--- config.mk ---
export PLATFORM = sky130hd
export DESIGN_NAME = sync_measure_and_bypass
export DESIGN_NICKNAME = d
export VERILOG_FILES = /design/src/hw/sync_meas_pkg.sv /design/src/hw/sync_2ff.sv /design/src/hw/ref_tick_gen.sv /design/src/hw/sync_measure_and_bypass.sv
export SDC_FILE = /design/constraint.sdc
export NUM_CORES = 1
export LEC_CHECK = 0
export BUFFER_PORTS_ARGS = -buffer_cell sky130_fd_sc_hd__buf_2
export CAP_MARGIN = 0
export CORE_UTILIZATION = 40
export CTS_CLUSTER_SIZE = 12
export DETAILED_ROUTE_END_ITERATION = 6
export PLACE_DENSITY = 0.62
export SETUP_SLACK_MARGIN = 0.5
export SYNTH_ARGS = -nofsm -noshare
export SYNTH_HDL_FRONTEND = slang
export SYNTH_SLANG_ARGS = --single-unit
--- constraint.sdc ---
create_clock -name clk_sys_i -period 8 [get_ports clk_sys_i]
set_input_delay 0.4 -clock clk_sys_i [delete_from_list [all_inputs] [get_ports clk_sys_i]]
set_output_delay 0.4 -clock clk_sys_i [all_outputs]
set_load 0.05 [all_outputs]
--- src/hw/sync_meas_pkg.sv ---
// constants for the sync bypass and sync measurement block
// assumes a 250 MHz system clock and a byte-wide host register port
package sync_meas_pkg;

  ////////////////////////////////////////////////////////////////////////////
  // register offsets
  localparam logic [7:0] ADDR_PASSTHROUGH_CTL = 8'h36;
  localparam logic [7:0] ADDR_FRAME_LINES_LO = 8'h37;
  localparam logic [7:0] ADDR_FRAME_LINES_HI = 8'h38;
  localparam logic [7:0] ADDR_LINE_CLOCKS_LO = 8'h39;
  localparam logic [7:0] ADDR_LINE_CLOCKS_HI = 8'h3A;
  localparam logic [7:0] ADDR_HSYNC_LENGTH = 8'h3B;
  localparam logic [7:0] ADDR_VSYNC_LENGTH = 8'h3C;
  localparam logic [7:0] ADDR_LINE_TOLERANCE = 8'h3D;
  localparam logic [7:0] ADDR_RESERVED_FIXED = 8'h3E;
  localparam logic [7:0] ADDR_BANDWIDTH_CTL = 8'h3F;

  ////////////////////////////////////////////////////////////////////////////
  // field positions
  localparam int BIT_HORIZ_PASS = 0;
  localparam int BIT_VERT_PASS = 1;
  localparam int BIT_HORIZ_INV = 2;
  localparam int BIT_VERT_INV = 3;
  localparam int BIT_PROGRESSIVE = 5;
  localparam int BIT_PSEUDO_SYNC = 6;

  ////////////////////////////////////////////////////////////////////////////
  // values after reset
  localparam logic [3:0] RST_PASSTHROUGH_CTL = 4'h0;
  localparam logic [6:0] RST_LINE_TOLERANCE = 7'h03;
  localparam logic [7:0] RST_RESERVED_FIXED = 8'h04;
  localparam logic [3:0] RST_BANDWIDTH_CTL = 4'h0;

  ////////////////////////////////////////////////////////////////////////////
  // timing
  localparam longint SYS_CLK_HZ = 250000000;
  localparam longint INT_REF_HZ = 6500000;
  // internal reference tick period in system cycles, rounded down
  localparam logic [7:0] INT_REF_DIV = 8'(SYS_CLK_HZ / INT_REF_HZ);

endpackage

--- src/hw/sync_2ff.sv ---
// two flip-flop synchroniser for a bundle of independent levels
// assumes each bit is a slow level; no bus coherence between bits
`timescale 1ns/1ps
module sync_2ff #(
  parameter int W = 1
) (
  input wire logic clk_sys_i,
  input wire logic sys_rst_i,
  input wire logic [W-1:0] async_i,
  output logic [W-1:0] sync_o
);

  logic [W-1:0] meta;
  logic [W-1:0] next_meta;
  logic [W-1:0] next_sync;

  always_comb begin
    next_meta = async_i;
    next_sync = meta;
  end

  // first stage is read only by the second stage
  always_ff @(posedge clk_sys_i) begin
    if (sys_rst_i) begin
      meta <= '0;
      sync_o <= '0;
    end else begin
      meta <= next_meta;
      sync_o <= next_sync;
    end
  end

endmodule

--- src/hw/ref_tick_gen.sv ---
// measurement reference tick: internal divider or external clock edges
// assumes ext_ref_i is already synchronised to clk_sys_i
`timescale 1ns/1ps
module ref_tick_gen (
  input wire logic clk_sys_i,
  input wire logic sys_rst_i,
  input wire logic use_external_i,
  input wire logic ext_ref_i,
  output logic tick_o
);

  logic [7:0] div_cnt;
  logic ext_d;
  logic [7:0] next_div_cnt;
  logic next_ext_d;
  logic next_tick;

  // reference select
  always_comb begin
    next_ext_d = ext_ref_i;
    next_div_cnt = div_cnt + 8'h01;
    next_tick = 1'b0;
    if (div_cnt >= sync_meas_pkg::INT_REF_DIV - 8'h01) begin
      next_div_cnt = 8'h00;
      next_tick = ~use_external_i;
    end
    // rising edge of the external reference; up to 27 MHz fits the 2ff path
    if (use_external_i && ext_ref_i && !ext_d) begin
      next_tick = 1'b1;
    end
  end

  always_ff @(posedge clk_sys_i) begin
    if (sys_rst_i) begin
      div_cnt <= 8'h00;
      ext_d <= 1'b0;
      tick_o <= 1'b0;
    end else begin
      div_cnt <= next_div_cnt;
      ext_d <= next_ext_d;
      tick_o <= next_tick;
    end
  end

endmodule

--- src/hw/sync_measure_and_bypass.sv ---
// sync passthrough and input sync timing measurement
// assumes raw syncs and external reference arrive from pins; processed syncs,
// polarity and reference select come from logic on clk_sys_i
//
// Overview of operation
// - vertical invert acts only in vertical passthrough
// - horizontal invert acts only in horizontal passthrough
// - vertical passthrough outputs raw vertical sync
// - horizontal passthrough outputs raw horizontal sync
// - report twelve bit lines per frame
// - flag pseudo-syncs at bit six
// - report progressive or interlaced at bit five
// - counters run without horizontal PLL lock
// - report longest line length in reference clocks
// - measure against internal or external reference
// - report horizontal sync width in reference clocks
// - report vertical sync width in lines
// - seven bit tolerance steers line measurement
// - four bit bandwidth select for all channels
// - output offset ignored in any passthrough
`timescale 1ns/1ps
module sync_measure_and_bypass (
  input wire logic clk_sys_i,
  input wire logic sys_rst_i,
  input wire logic hsync_in_i,
  input wire logic vsync_in_i,
  input wire logic external_ref_clock_in_i,
  input wire logic ref_clock_external_i,
  input wire logic hsync_active_high_i,
  input wire logic vsync_active_high_i,
  input wire logic proc_hsync_i,
  input wire logic proc_vsync_i,
  input wire logic [7:0] reg_addr_i,
  input wire logic reg_wr_i,
  input wire logic [7:0] reg_wdata_i,
  input wire logic reg_rd_i,
  output logic [7:0] reg_rdata_o,
  output logic hsync_o,
  output logic vsync_o,
  output logic vert_horiz_output_offset_enable_o,
  output logic [3:0] analog_filter_select_o
);

  ////////////////////////////////////////////////////////////////////////////
  // input synchronisation and reference tick

  logic [2:0] pins_s;
  logic ref_tick;

  sync_2ff #(.W(3)) u_pin_sync (
    .clk_sys_i(clk_sys_i),
    .sys_rst_i(sys_rst_i),
    .async_i({external_ref_clock_in_i, vsync_in_i, hsync_in_i}),
    .sync_o(pins_s)
  );

  ref_tick_gen u_ref_tick (
    .clk_sys_i(clk_sys_i),
    .sys_rst_i(sys_rst_i),
    .use_external_i(ref_clock_external_i),
    .ext_ref_i(pins_s[2]),
    .tick_o(ref_tick)
  );

  ////////////////////////////////////////////////////////////////////////////
  // control registers

  logic [3:0] ctl;
  logic [6:0] tol;
  logic [7:0] rsv;
  logic [3:0] bw;
  logic [3:0] next_ctl;
  logic [6:0] next_tol;
  logic [7:0] next_rsv;
  logic [3:0] next_bw;

  always_comb begin
    next_ctl = ctl;
    next_tol = tol;
    next_rsv = rsv;
    next_bw = bw;
    if (reg_wr_i) begin
      // status offsets fall through, writes ignored
      unique case (reg_addr_i)
        sync_meas_pkg::ADDR_PASSTHROUGH_CTL: next_ctl = reg_wdata_i[3:0];
        sync_meas_pkg::ADDR_LINE_TOLERANCE: next_tol = reg_wdata_i[6:0];
        // stored as written; software must keep 04h
        sync_meas_pkg::ADDR_RESERVED_FIXED: next_rsv = reg_wdata_i;
        sync_meas_pkg::ADDR_BANDWIDTH_CTL: next_bw = reg_wdata_i[3:0];
        default: ;
      endcase
    end
  end

  always_ff @(posedge clk_sys_i) begin
    if (sys_rst_i) begin
      ctl <= sync_meas_pkg::RST_PASSTHROUGH_CTL;
      tol <= sync_meas_pkg::RST_LINE_TOLERANCE;
      rsv <= sync_meas_pkg::RST_RESERVED_FIXED;
      bw <= sync_meas_pkg::RST_BANDWIDTH_CTL;
    end else begin
      ctl <= next_ctl;
      tol <= next_tol;
      rsv <= next_rsv;
      bw <= next_bw;
    end
  end

  ////////////////////////////////////////////////////////////////////////////
  // sync outputs

  logic next_hsync;
  logic next_vsync;
  logic next_offset_en;

  always_comb begin
    next_hsync = ctl[sync_meas_pkg::BIT_HORIZ_PASS] ?
                 (pins_s[0] ^ ctl[sync_meas_pkg::BIT_HORIZ_INV]) : proc_hsync_i;
    next_vsync = ctl[sync_meas_pkg::BIT_VERT_PASS] ?
                 (pins_s[1] ^ ctl[sync_meas_pkg::BIT_VERT_INV]) : proc_vsync_i;
    next_offset_en = ~(ctl[sync_meas_pkg::BIT_HORIZ_PASS] |
                       ctl[sync_meas_pkg::BIT_VERT_PASS]);
  end

  always_ff @(posedge clk_sys_i) begin
    if (sys_rst_i) begin
      hsync_o <= 1'b0;
      vsync_o <= 1'b0;
      vert_horiz_output_offset_enable_o <= 1'b1;
      analog_filter_select_o <= sync_meas_pkg::RST_BANDWIDTH_CTL;
    end else begin
      hsync_o <= next_hsync;
      vsync_o <= next_vsync;
      vert_horiz_output_offset_enable_o <= next_offset_en;
      analog_filter_select_o <= bw;
    end
  end

  ////////////////////////////////////////////////////////////////////////////
  // measurement
  // nothing here looks at PLL lock; only the raw syncs, their polarity inputs, the tolerance and the tick

  logic h_act;
  logic v_act;
  logic h_act_d;
  logic v_act_d;
  logic [11:0] line_cnt;
  logic [11:0] line_max;
  logic [7:0] hw_cnt;
  logic [7:0] hw_last;
  logic [4:0] vw_cnt;
  logic [4:0] vw_last;
  logic [11:0] field_lines;
  logic [11:0] prev_field;
  logic second_half;
  logic pseudo_seen;
  logic [11:0] stat_lines;
  logic [11:0] stat_clocks;
  logic [7:0] stat_hw;
  logic [4:0] stat_vw;
  logic stat_prog;
  logic stat_pseudo;

  logic [11:0] next_line_cnt;
  logic [11:0] next_line_max;
  logic [7:0] next_hw_cnt;
  logic [7:0] next_hw_last;
  logic [4:0] next_vw_cnt;
  logic [4:0] next_vw_last;
  logic [11:0] next_field_lines;
  logic [11:0] next_prev_field;
  logic next_second_half;
  logic next_pseudo_seen;
  logic [11:0] next_stat_lines;
  logic [11:0] next_stat_clocks;
  logic [7:0] next_stat_hw;
  logic [4:0] next_stat_vw;
  logic next_stat_prog;
  logic next_stat_pseudo;

  // active sense follows the detected polarity
  assign h_act = pins_s[0] ~^ hsync_active_high_i;
  assign v_act = pins_s[1] ~^ vsync_active_high_i;

  always_comb begin
    logic interlaced;
    logic frame_done;
    logic [12:0] limit;
    interlaced = 1'b0;
    frame_done = 1'b0;
    limit = 13'h0000;
    next_line_cnt = line_cnt;
    next_line_max = line_max;
    next_hw_cnt = hw_cnt;
    next_hw_last = hw_last;
    next_vw_cnt = vw_cnt;
    next_vw_last = vw_last;
    next_field_lines = field_lines;
    next_prev_field = prev_field;
    next_second_half = second_half;
    next_pseudo_seen = pseudo_seen;
    next_stat_lines = stat_lines;
    next_stat_clocks = stat_clocks;
    next_stat_hw = stat_hw;
    next_stat_vw = stat_vw;
    next_stat_prog = stat_prog;
    next_stat_pseudo = stat_pseudo;

    if (ref_tick) begin
      if (line_cnt != 12'hFFF) next_line_cnt = line_cnt + 12'h001;
      if (h_act && hw_cnt != 8'hFF) next_hw_cnt = hw_cnt + 8'h01;
    end
    if (!h_act && h_act_d) next_hw_last = hw_cnt;

    if (h_act && !h_act_d) begin
      // longest line, a new maximum must beat it by the tolerance
      limit = {1'b0, line_max} + {6'h00, tol};
      if ({1'b0, line_cnt} > limit) next_line_max = line_cnt;
      // a line under half the last frame's longest line, less half the tolerance, outside vsync is a pseudo-sync
      if (!v_act && stat_clocks != 12'h000 &&
          ({line_cnt, 1'b0} + {6'h00, tol}) < {1'b0, stat_clocks}) begin
        next_pseudo_seen = 1'b1;
      end
      next_line_cnt = 12'h000;
      next_hw_cnt = 8'h00;
      if (field_lines != 12'hFFF) next_field_lines = field_lines + 12'h001;
      // lines counted while vsync is active
      if (v_act && vw_cnt != 5'h1F) next_vw_cnt = vw_cnt + 5'h01;
    end
    if (!v_act && v_act_d) next_vw_last = vw_cnt;

    if (v_act && !v_act_d) begin
      next_vw_cnt = 5'h00;
      // fields alternating by one line mean interlace
      interlaced = (field_lines == prev_field + 12'h001) ||
                   (prev_field == field_lines + 12'h001);
      if (!interlaced) begin
        frame_done = 1'b1;
        next_second_half = 1'b0;
        next_stat_lines = field_lines;
      end else begin
        frame_done = second_half;
        next_second_half = ~second_half;
        next_stat_lines = second_half ? 12'(field_lines + prev_field) : stat_lines;
      end
      next_prev_field = field_lines;
      next_field_lines = 12'h000;
      // all status latched together at frame end
      if (frame_done) begin
        next_stat_prog = ~interlaced;
        next_stat_clocks = next_line_max;
        next_stat_hw = next_hw_last;
        next_stat_vw = vw_last;
        next_stat_pseudo = next_pseudo_seen;
        next_line_max = 12'h000;
        next_pseudo_seen = 1'b0;
      end
    end
  end

  always_ff @(posedge clk_sys_i) begin
    if (sys_rst_i) begin
      h_act_d <= 1'b0;
      v_act_d <= 1'b0;
      line_cnt <= 12'h000;
      line_max <= 12'h000;
      hw_cnt <= 8'h00;
      hw_last <= 8'h00;
      vw_cnt <= 5'h00;
      vw_last <= 5'h00;
      field_lines <= 12'h000;
      prev_field <= 12'h000;
      second_half <= 1'b0;
      pseudo_seen <= 1'b0;
      stat_lines <= 12'h000;
      stat_clocks <= 12'h000;
      stat_hw <= 8'h00;
      stat_vw <= 5'h00;
      stat_prog <= 1'b0;
      stat_pseudo <= 1'b0;
    end else begin
      h_act_d <= h_act;
      v_act_d <= v_act;
      line_cnt <= next_line_cnt;
      line_max <= next_line_max;
      hw_cnt <= next_hw_cnt;
      hw_last <= next_hw_last;
      vw_cnt <= next_vw_cnt;
      vw_last <= next_vw_last;
      field_lines <= next_field_lines;
      prev_field <= next_prev_field;
      second_half <= next_second_half;
      pseudo_seen <= next_pseudo_seen;
      stat_lines <= next_stat_lines;
      stat_clocks <= next_stat_clocks;
      stat_hw <= next_stat_hw;
      stat_vw <= next_stat_vw;
      stat_prog <= next_stat_prog;
      stat_pseudo <= next_stat_pseudo;
    end
  end

  ////////////////////////////////////////////////////////////////////////////
  // read port

  logic [7:0] next_rdata;

  always_comb begin
    next_rdata = reg_rdata_o;
    if (reg_rd_i) begin
      unique case (reg_addr_i)
        sync_meas_pkg::ADDR_PASSTHROUGH_CTL: next_rdata = {4'h0, ctl};
        sync_meas_pkg::ADDR_FRAME_LINES_LO: next_rdata = stat_lines[7:0];
        sync_meas_pkg::ADDR_FRAME_LINES_HI:
          next_rdata = {1'b0, stat_pseudo, stat_prog, 1'b0, stat_lines[11:8]};
        sync_meas_pkg::ADDR_LINE_CLOCKS_LO: next_rdata = stat_clocks[7:0];
        sync_meas_pkg::ADDR_LINE_CLOCKS_HI: next_rdata = {4'h0, stat_clocks[11:8]};
        sync_meas_pkg::ADDR_HSYNC_LENGTH: next_rdata = stat_hw;
        sync_meas_pkg::ADDR_VSYNC_LENGTH: next_rdata = {3'h0, stat_vw};
        sync_meas_pkg::ADDR_LINE_TOLERANCE: next_rdata = {1'b0, tol};
        sync_meas_pkg::ADDR_RESERVED_FIXED: next_rdata = rsv;
        sync_meas_pkg::ADDR_BANDWIDTH_CTL: next_rdata = {4'h0, bw};
        // unmapped reads give zero
        default: next_rdata = 8'h00;
      endcase
    end
  end

  always_ff @(posedge clk_sys_i) begin
    if (sys_rst_i) begin
      reg_rdata_o <= 8'h00;
    end else begin
      reg_rdata_o <= next_rdata;
    end
  end

endmodule

Word level (Yosys, flattened, before mapping):

Index checks and enable logic that the tools add are counted.

* word-level logic and storage cells: 119
* flip-flop bits (word level): 171

* reductions and logical operators: 30
* eq/ne operators: 17
* multiplexer cells: 19
* add/sub/neg operators: 9
* bitwise gates (word level): 9
* order comparisons: 3

Operators by type and width (count)
* 8-bit by 6-bit == test with 1-bit output, second input constant: 10
* 8-bit case mux with 10 select lines: 1
* 12-bit two-way mux: 6
* 12-bit by 1-bit adder with 12-bit output, second input constant: 3
* 12-bit == test: 2
* 12-bit inequality test, second input constant: 2
* 2-bit AND reduction: 10
* 8-bit by 1-bit adder with 8-bit output, second input constant: 2
* 12-bit by 7-bit adder with 13-bit output: 1
* 13-bit by 7-bit adder with 13-bit output: 1
* 12-bit by 13-bit > comparator with 1-bit output: 1
* 13-bit by 12-bit < comparator with 1-bit output: 1
* 12-bit adder: 1
* 12-bit nonzero test: 1
* 1-bit two-way mux: 11
* 1-bit logical AND: 10
* 8-bit by 6-bit >= comparator with 1-bit output, second input constant: 1
* 8-bit two-way mux: 1
* 8-bit inequality test, second input constant: 1
* 2-bit OR reduction: 3
* 5-bit by 1-bit adder with 5-bit output, second input constant: 1
* 1-bit zero test: 5
* 5-bit inequality test, second input constant: 1
* 1-bit inverter: 4
* other kinds (5): 7

Longest topological paths before layout:

* word-level depth: 8
* depth in mapped cells: 19
* depth with buffers taken out: 18

By module:

Synthesis repeated with hierarchy kept, for this count alone.

* cell total of the unflattened synthesis: 1073
* area, all modules: 9315.2 µm²

By module, submodules not included
* sync_measure_and_bypass: area each 8734.6 µm², cells an instance 1019, instances 1
* ref_tick_gen: area each 422.9 µm², cells an instance 42, instances 1
* sync_2ff: area each 157.7 µm², cells an instance 12, instances 1

Worst setup path before layout:

Ideal clock, no wire load.

* path type: register to register
* start: reg tol[0]
* end: reg stat_clocks[10]
* buffers on the path: 1
* path slack: 4156 ps
* data arrival time: 3717 ps
* stages on the path, launching flop included: 18
* cells stage by stage: dfxtp_1 ha_1 inv_1 fa_1 nor2b_1 o21a_1 o21ai_0 a2111oi_0 nand3_1 xor2_1 ha_1 o21a_1 o21ai_0 a311oi_1 o21ai_1 buf_2 mux2i_1 o22ai_2

* word-level cells in the longest chain between the ends: 4

RTL lines
* start, declared: line sync_measure_and_bypass.sv:69 `logic [6:0] tol;`
* start signal, assigned: line sync_measure_and_bypass.sv:98 `tol <= sync_meas_pkg::RST_LINE_TOLERANCE;`
* start signal, assigned: line sync_measure_and_bypass.sv:103 `tol <= next_tol;`
* 12-bit by 7-bit adder with 13-bit output: line sync_measure_and_bypass.sv:217 `limit = {1'b0, line_max} + {6'h00, tol};`
* 12-bit by 13-bit > comparator with 1-bit output: line sync_measure_and_bypass.sv:218 `if ({1'b0, line_cnt} > limit) next_line_max = line_cnt;`
* 12-bit two-way mux: line sync_measure_and_bypass.sv:218
* 12-bit two-way mux: line sync_measure_and_bypass.sv:215 `if (h_act && !h_act_d) begin`
* end signal, assigned: line sync_measure_and_bypass.sv:295 `stat_clocks <= next_stat_clocks;`
* end, declared: line sync_measure_and_bypass.sv:158 `logic [11:0] stat_clocks;`

No other way between the ends.
A chain may end at the register's enable or synchronous reset.

Final worst setup path:

* start: reg tol[0]
* end: reg stat_clocks[5]

The elaborated chain is that of the path after synthesis.

==> run_results.csv <==
group,metric,value,unit
run_status,run_status,"finished clean",
routing,wl_per_cell,16.3,µm
floorplan,die_w,155,µm
synth,synth_ff_type,"dfxtp_1",
synth,ys_types,70,
global_routing,grt_first_pass_wirelength,37200,µm
synth,syn_area,0.00933,mm²
worst_setup_path,cp.required,8280,ps
routing,drc,0,
synth,synth_top_cell_by_area,"dfxtp_1",
floorplan,rows,55,
routing,vias,7514,
timing,slew_headroom,0.266,
timing,layout_min_cycle_time,4440,ps
routing,drt-total-wl,22800,µm
synth,synth_edf_count,0,
cts,cts_setup_buffers,0,
routing,vias_per_cell,5.37,
timing,rsz0062_at_grt,"no",
timing,setup_tns,0,ps
global_routing,gr-total-overflow,0,
synth,synth_seq_cells,171,
timing,setup_violations,0,
cts,ctsResizeCount,0,
synth,synth.most_common_cell,"dfxtp_1",
placed_design,gp_congestion,0.867,
cells_and_area,num-fill-cells,2247,
cells_and_area,n_antenna_cell,0,
synth,synth_common_cells,"171 x dfxtp_1, 116 x nor2_1, 99 x nand2_1",
worst_setup_path,crit_path_max_fanout,12,
global_routing,grt_max_degree,74,
floorplan,die-area,0.0239,mm²
cts,hold_buffers,0,
timing,skew,12.5,ps
timing,worstMarginPinSlew,1100,ps
synth,postSynthAreaPerCell,8.75,µm²
cts,cts_tree,"built",
synth,synth_top_area_frac,0.367,
cts,clockBufferDepth,2,
worst_setup_path,cp-start-kind,"register",
worst_setup_path,reg2reg_slack,3560,ps
routing,drtAntennaViolNets,0,
global_routing,first_global_vias,7077,
synth,ys_seq_area_frac,0.367,
floorplan,core_area,0.0228,mm²
synth,ys_async_sr_fraction,0,
floorplan,start_util,0.409,
cts,cts_buffers,17,
cts,clkSinkCount,171,
worst_setup_path,criticalPathCategory,"register to register",
placed_design,io_buffers,42,
routing,drt_iter0_drc,558,
hold_path,holdCritPathClass,"input port to register",
global_routing,grtUsageTotal,0.196,
cells_and_area,drive_above_1_share,0.107,
global_routing,antenna_found_initial,0,
synth,synth_warnings,0,
synth,netlist_top_cells_area,"dfxtp_1 37%, ha_1 7.5%, mux2i_1 5.4%, nor2_1 4.7%, nand2_1 4.0%",
pwr,ir_worst_vdd,0.000157,V
synth,syn_inst,1066,
timing,finalHoldViolations,0,
worst_setup_path,critPathArrivalTime,4710,ps
floorplan,ios,43,
placed_design,dpl_cell_area,0.00970,mm²
timing,maxSlewViolCount,0,
routing,dr.pass1.iters,5,
cells_and_area,fin_util,0.452,
floorplan,die_h,155,µm
cells_and_area,syn2layout_area_growth,10.4,%
cells_and_area,final_nets,1160,
cells_and_area,post-route-cell-area,0.0103,mm²
worst_setup_path,cp-end-kind,"register",
cts,root_buffer,"clkbuf_16",
cts,clk_pin_slew_worst_paths,70,ps
cts,clkLatencyLatePin,430,ps
pwr,p_leak,4.10,nW
timing,fin_crit_sh,0.554,
cts,cts.htree.levels,4,
timing,fmax,0.225,GHz
flow_run,maxCapViolCount,0,
placed_design,place_hpwl,16800,µm
pwr,power_density,178,mW/mm²
-- where the power goes --
part / internal [mW] / total, mW / leakage (nW) / switching [mW]
Combinational: 0.0398 / 0.126 / 2.43 / 0.0861
Sequential: 0.859 / 0.870 / 1.38 / 0.0113
Clock: 0.447 / 0.836 / 0.288 / 0.389
-- layout make-up --
type	count	area [µm²]	share of cell area
flip-flops and latches	171	3420	0.332
repair buffers	47	248	0.0241
clock buffers	17	425	0.0413
clock inverters	15	170	0.0165
multi-input cells	801	5510	0.535
well taps	313	392	0.0380
inverters	35	131	0.0128
-- cell families after synthesis --
family / Yosys count / synth area share
mux: 59 / 0.0742
simple gates: 393 / 0.210
compound gates: 214 / 0.153
flops: 171 / 0.367
fa+ha+maj: 59 / 0.0816
xor+xnor: 74 / 0.0695
other cells: 1 / 0.000402
buf+inv: 95 / 0.0437
-- flip-flops by register name, summed over array words and instances, names as in the netlist, 7 cells and up --
name                count
reg_rdata_o             8
line_cnt               12
stat_lines             12
rsv                     8
u_ref_tick.div_cnt      8
line_max               12
hw_cnt                  8
stat_hw                 8
tol                     7
prev_field             12
stat_clocks            12
hw_last                 8
field_lines            12
-- routing by layer --
layer  vias to the layer above  part of all wire  global-route usage  wire length, µm
met5                         -                 0                   0                0
met4                         0             0.015              0.0533              331
met3                        28             0.050              0.0339             1130
met2                       177              0.43               0.303             9890
met1                      3523              0.50               0.280            11500
li1                       3786                 -                   -                -
-- worst max-delay path, cell delays in order, from the launching register on --
cell	delay, ps
dfxtp_1	380
ha_1	180
inv_1	50
fa_1	390
nor2b_1	130
o21a_1	130
o21ai_0	110
a2111oi_0	860
xnor2_1	140
ha_1	310
nor2b_1	130
o21ai_0	150
nand2_1	90
o21ai_2	730
mux2i_1	390
o22ai_2	110
-- worst paths after layout --
path,to,cells after the start,startpoint
min reg2reg,u_pin_sync.sync_o[2],1,u_pin_sync.meta[2]
min,u_pin_sync.meta[1],2,vsync_in_i
max,stat_clocks[5],15,tol[0]
max reg2reg,stat_clocks[5],15,tol[0]
-- through the flow --
step,power (mW),setup slack [ps],instances,hold WS (ps)
after global placement,1.02,3680,1367,423
after CTS,1.85,3570,1399,169
after floorplan,0.981,4160,1067,414
final,1.83,3560,1399,183
after detailed placement,1.02,3620,1367,432
after global routing,1.90,3150,1399,176
-- placed cells by master (no fill, tap or decap), types with 12 or more instances in the layout --
cell type	count
or3_1	13
nand3b_1	12
ha_1	56
buf_2	42
and3_1	12
nand2_1	99
mux2i_1	50
clkbuf_16	17
o21ai_0	35
nand2b_1	13
dfxtp_1	171
nand4_1	16
inv_1	34
nor3_1	15
nor2_1	116
xnor2_1	38
nor2b_1	20
nand3_1	32
a21oi_1	69
xor2_1	36
o31ai_1	12
Note: power is estimated with default switching activity, not from simulation.
